===== src/core/cbta_pkg.sv =====
/*
  Constants and types for the control byte and over-temperature alarm block.
  Assumes a single 100 MHz clock; sclk, din, rd_wr and convert_start_n are synchronised inside the core.
*/
`default_nettype none
package cbta_pkg;
  localparam int CLK_PERIOD_NS = 10;
  localparam int T_CONV_TEMP_NS = 27000;
  localparam int T_CONV_INPUT_NS = 9000;
  localparam int CONV_TEMP_CYCLES = (T_CONV_TEMP_NS + CLK_PERIOD_NS - 1) / CLK_PERIOD_NS;
  localparam int CONV_INPUT_CYCLES = (T_CONV_INPUT_NS + CLK_PERIOD_NS - 1) / CLK_PERIOD_NS;
  localparam int CONV_CNT_W = 12;

  localparam int CTRL_BYTE_W = 8;
  localparam int CHAN_W = 3;
  localparam int RESULT_W = 10;
  localparam int BIT_CNT_W = 4;
  localparam logic [BIT_CNT_W-1:0] WRITE_BITS = 4'h8;
  localparam logic [BIT_CNT_W-1:0] READ_BITS = 4'ha;

  localparam logic [CHAN_W-1:0] CHAN_TEMP = 3'h0;
  localparam logic [CHAN_W-1:0] CHAN_IN1 = 3'h1;
  localparam logic [CHAN_W-1:0] CHAN_IN2 = 3'h2;
  localparam logic [CHAN_W-1:0] CHAN_IN3 = 3'h3;
  localparam logic [CHAN_W-1:0] CHAN_IN4 = 3'h4;
  localparam logic [CHAN_W-1:0] CHAN_RSVD_A = 3'h5;
  localparam logic [CHAN_W-1:0] CHAN_RSVD_B = 3'h6;
  localparam logic [CHAN_W-1:0] CHAN_BANDGAP = 3'h7;

  localparam logic [CHAN_W-1:0] CHAN_RESET = 3'h0;
  localparam logic [CTRL_BYTE_W-1:0] THRESH_RESET = 8'h99;
  localparam int THRESH_OFFSET_DEG = 103;

  typedef struct packed {
    logic [4:0] upper;
    logic [CHAN_W-1:0] chan;
  } cbta_ctrl_byte_type;

  typedef enum logic [1:0] {
    CONV_IDLE = 2'b00,
    CONV_RUN = 2'b01,
    CONV_END = 2'b11
  } cbta_conv_state_type;
endpackage
`default_nettype wire


===== src/core/cbta_core.sv =====
/*
  Control byte decoder, channel select, alarm threshold and over-temperature
  alarm with a conversion timer and a three-wire serial port.
  Assumes a controller drives sclk, din, rd_wr and convert_start_n
  asynchronously, and an analog front end presents the result on
  adc_result (clock domain) by the last cycle of each conversion, when it is captured.
*/
`default_nettype none
// Overview of operation
// A written byte whose upper five bits are zero loads its low three bits into channel select.
// Channel select is three bits and picks the input for the next conversion.
// Codes 0 temp sensor, 1..4 inputs 1..4, 7 bandgap reference near midscale.
// After reset channel select is zero, the temperature sensor.
// A written byte with any upper five bit set is stored whole as the alarm threshold.
// After a temperature conversion, result bits 9..2 above the threshold drive the alarm low.
// The threshold equals alarm degrees plus 103 at one degree per step.
// The alarm returns high when a serial read completes.
// The alarm returns high when a later temperature result is not above the threshold.
// After reset the threshold is 153, an alarm at 50 degrees.
// The controller waits the acquisition time after a conversion or channel change.
// A read completes on the rising edge of rd_wr.
// Data enters on rising sclk edges and leaves on falling sclk edges.
// The controller holds rd_wr high to read and low to write.
// A falling edge of convert_start_n starts a conversion on the selected channel.
// Conversions on other channels leave the alarm unchanged.
// Codes 5 and 6 are reserved and are not loaded into channel select.
module cbta_core
(
  input wire logic clock,
  input wire logic resetn,
  input wire logic sclk,
  input wire logic din,
  input wire logic rd_wr,
  input wire logic convert_start_n,
  input wire logic [cbta_pkg::RESULT_W-1:0] adc_result,
  output logic dout,
  output logic dout_oe_n,
  output logic busy,
  output logic [cbta_pkg::CHAN_W-1:0] channel_select,
  output logic [cbta_pkg::CTRL_BYTE_W-1:0] alarm_threshold,
  output logic [cbta_pkg::RESULT_W-1:0] conv_result,
  output logic over_temp_alarm_n
);

  // Two-stage synchronisers; stage one is read only by stage two
  logic [1:0] sclk_meta;
  logic [1:0] din_meta;
  logic [1:0] rdwr_meta;
  logic [1:0] conv_meta;
  logic sclk_s;
  logic din_s;
  logic rdwr_s;
  logic conv_s;
  logic sclk_d;
  logic rdwr_d;
  logic conv_d;

  always_ff @(posedge clock or negedge resetn)
  begin
    if (!resetn)
    begin
      // Idle levels, so release of reset makes no false edge
      sclk_meta <= 2'h3;
      din_meta <= 2'h0;
      rdwr_meta <= 2'h0;
      conv_meta <= 2'h3;
    end
    else
    begin
      sclk_meta <= {sclk_meta[0], sclk};
      din_meta <= {din_meta[0], din};
      rdwr_meta <= {rdwr_meta[0], rd_wr};
      conv_meta <= {conv_meta[0], convert_start_n};
    end
  end

  assign sclk_s = sclk_meta[1];
  assign din_s = din_meta[1];
  assign rdwr_s = rdwr_meta[1];
  assign conv_s = conv_meta[1];

  always_ff @(posedge clock or negedge resetn)
  begin
    if (!resetn)
    begin
      sclk_d <= 1'b1;
      rdwr_d <= 1'b0;
      conv_d <= 1'b1;
    end
    else
    begin
      sclk_d <= sclk_s;
      rdwr_d <= rdwr_s;
      conv_d <= conv_s;
    end
  end

  // Edge events, all one-cycle pulses
  wire sclk_rise = sclk_s & ~sclk_d;
  wire sclk_fall = ~sclk_s & sclk_d;
  // Rising rd_wr latches the result, so the alarm is released there
  wire read_start = rdwr_s & ~rdwr_d;
  wire conv_fall = ~conv_s & conv_d;

  // Write path: shift on rising sclk while rd_wr is low
  logic [cbta_pkg::CTRL_BYTE_W-1:0] wr_shift;
  logic [cbta_pkg::BIT_CNT_W-1:0] wr_count;
  wire wr_shift_en = ~rdwr_s & sclk_rise;
  wire [cbta_pkg::CTRL_BYTE_W-1:0] next_wr_shift = {wr_shift[cbta_pkg::CTRL_BYTE_W-2:0], din_s};
  wire wr_byte_done = wr_shift_en && (wr_count == cbta_pkg::WRITE_BITS - 4'h1);
  cbta_pkg::cbta_ctrl_byte_type ctrl_byte;
  assign ctrl_byte = next_wr_shift;
  wire is_addr_byte = (ctrl_byte.upper == 5'h00);
  wire chan_reserved = (ctrl_byte.chan == cbta_pkg::CHAN_RSVD_A) ||
                       (ctrl_byte.chan == cbta_pkg::CHAN_RSVD_B);
  wire load_chan = wr_byte_done && is_addr_byte && !chan_reserved;
  wire load_thresh = wr_byte_done && !is_addr_byte;

  always_ff @(posedge clock or negedge resetn)
  begin
    if (!resetn)
    begin
      wr_shift <= '0;
      wr_count <= '0;
    end
    else if (rdwr_s)
    begin
      wr_count <= '0;
    end
    else if (wr_shift_en)
    begin
      wr_shift <= next_wr_shift;
      wr_count <= wr_byte_done ? '0 : wr_count + 4'h1;
    end
  end

  // Registers; channel select steers the front end mux
  always_ff @(posedge clock or negedge resetn)
  begin
    if (!resetn)
    begin
      channel_select <= cbta_pkg::CHAN_RESET;
    end
    else if (load_chan)
    begin
      channel_select <= ctrl_byte.chan;
    end
  end

  always_ff @(posedge clock or negedge resetn)
  begin
    if (!resetn)
    begin
      alarm_threshold <= cbta_pkg::THRESH_RESET;
    end
    else if (load_thresh)
    begin
      alarm_threshold <= next_wr_shift;
    end
  end

  // Conversion timer; the analog side is outside this core
  cbta_pkg::cbta_conv_state_type conv_state;
  cbta_pkg::cbta_conv_state_type next_conv_state;
  logic [cbta_pkg::CONV_CNT_W-1:0] conv_count;
  logic [cbta_pkg::CHAN_W-1:0] conv_chan;
  wire conv_is_temp = (channel_select == cbta_pkg::CHAN_TEMP);
  wire [cbta_pkg::CONV_CNT_W-1:0] conv_len = conv_is_temp ?
    cbta_pkg::CONV_CNT_W'(cbta_pkg::CONV_TEMP_CYCLES - 1) :
    cbta_pkg::CONV_CNT_W'(cbta_pkg::CONV_INPUT_CYCLES - 1);
  // A start during a conversion is ignored: the hold capacitor is busy
  wire conv_go = conv_fall && (conv_state == cbta_pkg::CONV_IDLE);
  wire conv_last = (conv_state == cbta_pkg::CONV_RUN) && (conv_count == '0);
  wire end_temp = (conv_state == cbta_pkg::CONV_END) && (conv_chan == cbta_pkg::CHAN_TEMP);

  always_comb
  begin
    case (conv_state)
      cbta_pkg::CONV_IDLE: next_conv_state = conv_go ? cbta_pkg::CONV_RUN : cbta_pkg::CONV_IDLE;
      cbta_pkg::CONV_RUN: next_conv_state = conv_last ? cbta_pkg::CONV_END : cbta_pkg::CONV_RUN;
      cbta_pkg::CONV_END: next_conv_state = cbta_pkg::CONV_IDLE;
      default: next_conv_state = cbta_pkg::CONV_IDLE;
    endcase
  end

  // Count loads at start and runs down to zero in RUN
  wire [cbta_pkg::CONV_CNT_W-1:0] next_conv_count = conv_go ? conv_len :
    (conv_state == cbta_pkg::CONV_RUN) ? conv_count - 12'h001 :
    conv_count;

  always_ff @(posedge clock or negedge resetn)
  begin
    if (!resetn)
    begin
      conv_state <= cbta_pkg::CONV_IDLE;
      conv_count <= '0;
    end
    else
    begin
      conv_state <= next_conv_state;
      conv_count <= next_conv_count;
    end
  end

  // Channel latched, so a write mid-conversion cannot alter it
  always_ff @(posedge clock or negedge resetn)
  begin
    if (!resetn)
    begin
      conv_chan <= cbta_pkg::CHAN_RESET;
    end
    else if (conv_go)
    begin
      conv_chan <= channel_select;
    end
  end

  // Start and last cycle lie in different states, never together
  always_ff @(posedge clock or negedge resetn)
  begin
    if (!resetn)
    begin
      busy <= 1'b0;
    end
    else if (conv_go)
    begin
      busy <= 1'b1;
    end
    else if (conv_last)
    begin
      busy <= 1'b0;
    end
  end

  always_ff @(posedge clock or negedge resetn)
  begin
    if (!resetn)
    begin
      conv_result <= '0;
    end
    else if (conv_last)
    begin
      conv_result <= adc_result;
    end
  end

  // Alarm compare uses the eight upper result bits against threshold
  wire over_limit = conv_result[cbta_pkg::RESULT_W-1:2] > alarm_threshold;
  wire alarm_set = end_temp && over_limit;
  wire alarm_clear = (end_temp && !over_limit) || read_start;

  always_ff @(posedge clock or negedge resetn)
  begin
    if (!resetn)
    begin
      over_temp_alarm_n <= 1'b1;
    end
    else if (alarm_set)
    begin
      // A new alarm beats a read finishing in the same cycle
      over_temp_alarm_n <= 1'b0;
    end
    else if (alarm_clear)
    begin
      over_temp_alarm_n <= 1'b1;
    end
  end

  // Read path: result MSB first, next bit on each falling sclk
  logic [cbta_pkg::RESULT_W-1:0] rd_shift;
  wire rd_shift_en = rdwr_s && sclk_fall;

  always_ff @(posedge clock or negedge resetn)
  begin
    if (!resetn)
    begin
      rd_shift <= '0;
      dout <= 1'b0;
    end
    else if (read_start)
    begin
      rd_shift <= {conv_result[cbta_pkg::RESULT_W-2:0], 1'b0};
      dout <= conv_result[cbta_pkg::RESULT_W-1];
    end
    else if (rd_shift_en)
    begin
      dout <= rd_shift[cbta_pkg::RESULT_W-1];
      rd_shift <= {rd_shift[cbta_pkg::RESULT_W-2:0], 1'b0};
    end
  end

  // Driver released as soon as rd_wr falls, before sclk can move
  always_ff @(posedge clock or negedge resetn)
  begin
    if (!resetn)
    begin
      dout_oe_n <= 1'b1;
    end
    else if (read_start)
    begin
      dout_oe_n <= 1'b0;
    end
    else if (!rdwr_s)
    begin
      dout_oe_n <= 1'b1;
    end
  end

endmodule
`default_nettype wire


===== config.mk =====
export PLATFORM = sky130hd
export DESIGN_NAME = cbta_core
export DESIGN_NICKNAME = d
export VERILOG_FILES = /design/src/core/cbta_pkg.sv /design/src/core/cbta_core.sv
export SDC_FILE = /design/constraint.sdc
export NUM_CORES = 1
export LEC_CHECK = 0
export ABC_AREA = 1
export BUFFER_PORTS_ARGS = -buffer_cell sky130_fd_sc_hd__clkbuf_2
export CAP_MARGIN = 25
export CORE_AREA = 2 2 111 113
export CTS_BUF_LIST = sky130_fd_sc_hd__clkbuf_8
export DETAILED_ROUTE_END_ITERATION = 10
export DIE_AREA = 0 0 113 115
export GPL_TIMING_DRIVEN = 0
export PLACE_DENSITY_LB_ADDON = 0.2
export SYNTH_ARGS = -nofsm -noshare
export SYNTH_HDL_FRONTEND = slang
export SYNTH_SLANG_ARGS = --single-unit

===== constraint.sdc =====
create_clock -name clock -period 3.2 [get_ports clock]
set_clock_uncertainty 0.05 [all_clocks]
set_input_delay 0.32 -clock clock [delete_from_list [all_inputs] [get_ports clock]]
set_output_delay 0.32 -clock clock [all_outputs]
set_load 0.01 [all_outputs]

**Yosys cells after proc, flatten, opt, wreduce, memory -nomap -nowiden**

Cells that the tools add are included.

- Shifts and indexed selects: 0
- Equal/unequal tests: 6
- $add $sub $neg: 2
- Bitwise gates (word level): 10
- Reductions and logical operators: 26
- Multiply operators: 0
- Multiplexer cells: 19
- Div/mod/pow operators: 0
- $lt $le $gt $ge: 1

Operator list:

| cell | number |
|---|---|
| 12-bit 2-to-1 mux | 3 |
| 10-bit 2-to-1 mux | 2 |
| 12-bit logical NOT | 1 |
| 4-bit 2-to-1 mux | 3 |
| 12-bit by 1-bit subtractor with 12-bit output, second input constant | 1 |
| 1-bit logical AND | 10 |
| 2-bit nonzero test | 5 |
| 1-bit 2-to-1 mux | 9 |
| 8-bit greater-than comparator | 1 |
| 3-bit == test, second input constant | 2 |
| 3-bit logical NOT | 2 |
| 1-bit bitwise AND | 5 |
| 5-bit logical NOT | 1 |
| 1-bit inverter | 5 |
| 4-bit by 1-bit adder with 4-bit output, second input constant | 1 |
| 4-bit by 3-bit == test with 1-bit output, second input constant | 1 |
| 2-bit one-hot mux with 2 select lines | 1 |
| 1-bit logical NOT | 3 |
| 2-bit by 1-bit == test with 1-bit output, second input constant | 1 |
| 2-bit == test, second input constant | 1 |
| 2-bit logical NOT | 1 |
| 1-bit logical OR | 2 |
| 2-bit 2-to-1 mux | 1 |
| 2-bit by 1-bit inequality test with 1-bit output, second input constant | 1 |
| 2-bit AND reduction | 1 |

- Memory bits (read-only): 0
- Memories kept: 0
- Bits in latches: 0
- Register bits after elaboration: 74
- Bits in writable memories: 0
- Bits of input ports: 16
- Word-level logic and storage cells: 84

**Longest topological paths before layout**

- Depth after elaboration: 7
- Mapped depth: 9
- Mapped depth without buffers: 8

**Least setup slack after synthesis**

No wires, ideal clock.

- Path kind: register -> register
- Start: reg alarm_threshold[7] (netlist name)
- End: reg over_temp_alarm_n
- Required time: 3,077 ps
- Buffers on the path: 0
- Library setup time: 73 ps
- Path slack: 1,665 ps
- Cell stages (with the launch flop): 9
- Data arrival time: 1,412 ps
- Path through: dfstp_2 inv_1 ha_1 nand2_1 nor2_1 nand3_1 o21ai_0 inv_1 a21oi_1

- Word-level cells in the longest chain between the ends: 5
- Elaborated cells on any way between the ends: 7
- Classes of those cells: 1 x order compare; 1 x mux; 5 x reduce/logical

RTL lines:

| what | line | RTL |
|---|---|---|
| start, declared | cbta_core.sv:40 | `output logic [cbta_pkg::CTRL_BYTE_W-1:0] alarm_threshold,` |
| start signal, assigned | cbta_core.sv:154 | `alarm_threshold <= cbta_pkg::THRESH_RESET;` |
| start signal, assigned | cbta_core.sv:158 | `alarm_threshold <= next_wr_shift;` |
| 8-bit greater-than comparator (*) | cbta_core.sv:248 | `wire over_limit = conv_result[cbta_pkg::RESULT_W-1:2] > alarm_threshold;` |
| 1-bit logical NOT | cbta_core.sv:250 | `wire alarm_clear = (end_temp && !over_limit) \|\| read_start;` |
| 1-bit logical AND | cbta_core.sv:250 |  |
| 1-bit logical OR | cbta_core.sv:250 |  |
| 2-bit nonzero test (no source line) | - |  |
| end signal, assigned | cbta_core.sv:256 | `over_temp_alarm_n <= 1'b1;` |
| end signal, assigned | cbta_core.sv:261 | `over_temp_alarm_n <= 1'b0;` |
| end signal, assigned | cbta_core.sv:265 | `over_temp_alarm_n <= 1'b1;` |
| end, declared | cbta_core.sv:42 | `output logic over_temp_alarm_n` |

Mark *: on every way between the ends. The rest lies on a longest branch, timed or not.
A chain may end at the register's enable or synchronous reset.

**Worst setup path after layout**

- Start: reg sclk_meta[1]
- End: reg alarm_threshold[6] (netlist name)

- Word-level cells in the longest chain between the ends: 4

RTL lines:

| what | line | RTL |
|---|---|---|
| start, declared | cbta_core.sv:46 | `logic [1:0] sclk_meta;` |
| start signal, assigned | cbta_core.sv:70 | `sclk_meta <= {sclk_meta[0], sclk};` |
| 1-bit bitwise AND | cbta_core.sv:99 | `wire sclk_rise = sclk_s & ~sclk_d;` |
| 1-bit bitwise AND | cbta_core.sv:108 | `wire wr_shift_en = ~rdwr_s & sclk_rise;` |
| 1-bit logical AND | cbta_core.sv:110 | `wire wr_byte_done = wr_shift_en && (wr_count == cbta_pkg::WRITE_BITS - 4'h1);` |
| 1-bit logical AND | cbta_core.sv:117 | `wire load_thresh = wr_byte_done && !is_addr_byte;` |

Every way passes these cells.

==> out/qor.tcl <==
set qor(outcome) {finished with violations}
set qor(failed_checks) {DRC}
set qor(clk_root_buffer_cell) {clkbuf_8}
set qor(timing_max_transition_violations_final) 0
set qor(max-cap-violations) 0
set qor(routability_congestion_estimate_from_global_placement) 0.793
set qor(synth_largest_type_area_fraction_pct) 47.0
set qor(numCtsBuffers) 9
set qor(synth_largest_area_cell) {dfrtp_1}
set qor(worst_ir_drop_vdd_mv) 0.241
set qor(grt_first_pass_wirelength_um) 12100
set qor(tightestPinTransition_ns) 0.551
set qor(synth_top_flop_cell) {dfrtp_1}
set qor(first_pass_iters) 7
set qor(post_cts_resize_count) 0
set qor(grt_start_max_net_pins) 49
set qor(series_of_cell_instances_along_the_critical_path) {inv_1, nor3_4, inv_2, nor2_4, nand2_2, buf_6, nand2_1, o21ai_2}
set qor(die-height_um) 115
set qor(area_delta_synth_final_pct) 19.2
set qor(routed_via_count_divided_by_cell_count) 4.36
set qor(hpwlAfterDp_um) 5150
set qor(drc_violations) 2
set qor(period_minus_slack_ns) 1.71
set qor(route.final.wire_length_um) 6960
set qor(pwr-share-seq_pct) 48.6
set qor(hold_viol) 0
set qor(crit_family) {simple AND/OR/NAND/NOR gates}
set qor(route.antenna.remaining_nets) 0
set qor(row_cnt) 40
set qor(worst_hold_slack_ns) 0.0211
set qor(worstSetupStartpointType) {register}
set qor(power.combinational.fraction_pct) 24.4
set qor(mappedNetlistArea_sq_um) 3250
set qor(slew_headroom_pct) 62.9
set qor(critical_path.endpoint_type) {register}
set qor(switching_power_mw) 0.878
set qor(clock_tree_from_tritoncts) {done}
set qor(gr_ovfl_total) 0
set qor(synth_cell_type_count) 30
set qor(route.vias.total) 2471
set qor(slowest_stage_cell_on_the_critical_path) {dfstp_2}
set qor(clock_tree.htree_level_count) 3
set qor(share_of_the_core_filled_with_cells_pct) 32.8
set qor(post_syn_instances) 361
set qor(initial_core_utilization_pct) 27.5
set qor(cts_max_path_buffers) 2
set qor(clock_latency_ns) 0.34
set qor(num_io_pins) 41
set qor(fill_cell_instance_count_of_the_final_layout) 1263
set qor(hold_path.class) {in -> reg}
set qor(worst_ep_arrival_time_ns) 1.89
set qor(worst_ep_required_time_ns) 3.38
set qor(power.switching_fraction_pct) 33.5
set qor(most_frequent_cell_after_synthesis) {nand2_1}
set qor(gr-usage-all-layers_pct) 11.9
set qor(routedWlPerCell_um) 12.3
set qor(max_freq_mhz) 584
set qor(die_area_sq_um) 13000
set qor(slowest_delay_ns) 0.53
set qor(largest_cells_by_area_after_synthesis) {dfrtp_1 (47%), nand2_1 (11%), dfstp_2 (9.7%)}
set qor(io_buffers) 40
set qor(power.clock.fraction_pct) 27.0
set qor(clk_transition_reported_paths_ns) 0.08
set qor(yosys_register_bits) 73
set qor(fp.dieW_um) 113
set qor(clock_sinks) 73
set qor(final_nets) 442
set qor(synth_top_cells_by_count) {nand2_1 (97), dfrtp_1 (61), inv_1 (43)}
set qor(internal_power_mw) 1.74
set qor(cellLeakagePower_nw) 1.84
set qor(first_global_vias) 2431
set qor(rsz_0062_raised_after_global_routing) {no}
set qor(fraction_of_registers_with_async_set_or_reset_after_synthesis_pct) 100
set qor(crit_buf_inv) 3
set qor(synth_enable_flop_cells) 0
set qor(finalSetupTns_ns) 0
set qor(postSynthNetCount) 388
set qor(final_layout_size_suffix_gt1_share_pct) 21.0
set qor(antenna_found_initial) 0
set qor(p_per_area_nw_per_um2) 677
set qor(setup_viol) 0
set qor(core_area_sq_um) 11800
set qor(setup.worst_path.class) {reg -> reg}
set qor(seq_area_frac_synth_pct) 56.7
set qor(synth.yosys.warnings) 0
set qor(critical_path.max_fanout) 10
set qor(period_share_pct) 53.5
set qor(drtIter0Drc) 98
set qor(antenna-diode-count) 0
set qor(syn_area_per_cell_sq_um) 8.99
==> worst register-to-register path, stage by stage, from the launching register on <==
cell	delay [ns]
dfstp_2	0.53
inv_1	0.07
nor3_4	0.33
inv_2	0.10
nor2_4	0.11
nand2_2	0.11
buf_6	0.18
nand2_1	0.07
o21ai_2	0.05
==> per-stage QoR <==
stage	std cells	area [sq um]	total power [mW]	setup WS, ns
after floorplan	361	3250	1.71	1.66
after global placement	548	3630	1.92	1.05
after detailed placement	549	3660	1.94	1.47
after CTS	567	3870	2.66	1.45
after global routing	567	3870	2.84	1.32
final	567	3870	2.62	1.49
==> area by class of cell <==
cell class                      count  area [sq um]  area share [%]
Clock inverter                      6          51.3            1.33
Sequential cell                    73          1840            47.6
Clock buffer                       10           138            3.56
Tap cell                          147           184            4.75
Inverter                           44           165            4.27
Buffer                              8          47.5            1.23
Timing Repair Buffer               43           250            6.47
Multi-Input combinational cell    236          1190            30.8
==> kinds of logic (layout without fill, tap and decap cells) <==
logic type      after synthesis  in the layout  synth area share (%)
compound gates               61             61                  10.9
xor+xnor                      3              3                 0.810
simple gates                161            161                  20.7
fa+ha+maj                    11             11                  4.24
flops                        73             73                  56.7
buf+inv                      52            111                  6.55
==> registers in the layout, summed over array words and instances (netlist names), 2 cells and up <==
register         flops
conv_count          12
wr_shift             7
wr_count             4
conv_result         10
rd_shift             9
conv_state           2
din_meta             2
sclk_meta            2
conv_meta            2
rdwr_meta            2
alarm_threshold      8
conv_chan            3
channel_select       3
==> layout by cell type (no fill, tap or decap) <==
master and instances:
nand2_1 97, dfrtp_1 61, inv_1 46, clkbuf_2 39, nor2_1 35, o21ai_0 27
nand3_1 15, a21oi_1 12, dfstp_2 12, ha_1 11, a31oi_1 10, clkbuf_8 10
o21ai_2 8, buf_2 5, nor3_1 3, xnor2_1 2, o22ai_1 2, nand2_2 2
nand4_1 2, nand3b_1 2, clkinv_2 2, dlygate4sd3_1 2, and2_1 1, o211ai_1 1
nor3_4 1, inv_2 1, nor2_2 1, buf_4 1, clkbuf_1 1, xor2_1 1
nor2_4 1, buf_6 1, o21a_1 1, or2_2 1, bufinv_16 1, clkbuf_4 1
buf_16 1
==> layer usage <==
layer / up-vias / GRT usage, % / wire length (um)
met5: - / 0 / 0
met2: 40 / 17.5 / 3040
li1: 1257 / - / -
met4: 0 / 5.85 / 128
met3: 8 / 2.64 / 200
met1: 1166 / 16.6 / 3590
==> power groups by stage <==
| stage | logic [mW] | clock network, mW | registers [mW] |
|---|---|---|---|
| 4_1_cts | 0.655 | 0.733 | 1.27 |
| 3_3_place_gp | 0.634 | 0 | 1.28 |
| 6_report | 0.640 | 0.708 | 1.27 |
| 2_1_floorplan | 0.441 | 0 | 1.27 |
| 3_5_place_dp | 0.651 | 0 | 1.29 |
| 5_1_grt | 0.758 | 0.785 | 1.30 |
==> final timing paths <==
| check | slack (ns) | cells after the start | from | endpoint |
|---|---|---|---|---|
| min | 0.02 | 1 | sclk | sclk_meta[0] |
| max reg2reg | 1.49 | 8 | sclk_meta[1] | alarm_threshold[6] |
| min reg2reg | 0.30 | 0 | din_meta[0] | din_meta[1] |
| max | 1.49 | 8 | sclk_meta[1] | alarm_threshold[6] |
| min in group asynchronous | 0.42 | 2 | resetn | wr_shift[4] |
| max in group asynchronous | 2.07 | 3 | resetn | over_temp_alarm_n |
==> what timing repair did <==
item                                   4_1_cts  5_1_grt
buffers inserted                             0        0
endpoints found under the hold margin       22        0
hold buffers                                 2        0
Note: power is estimated with default switching activity, not from simulation.
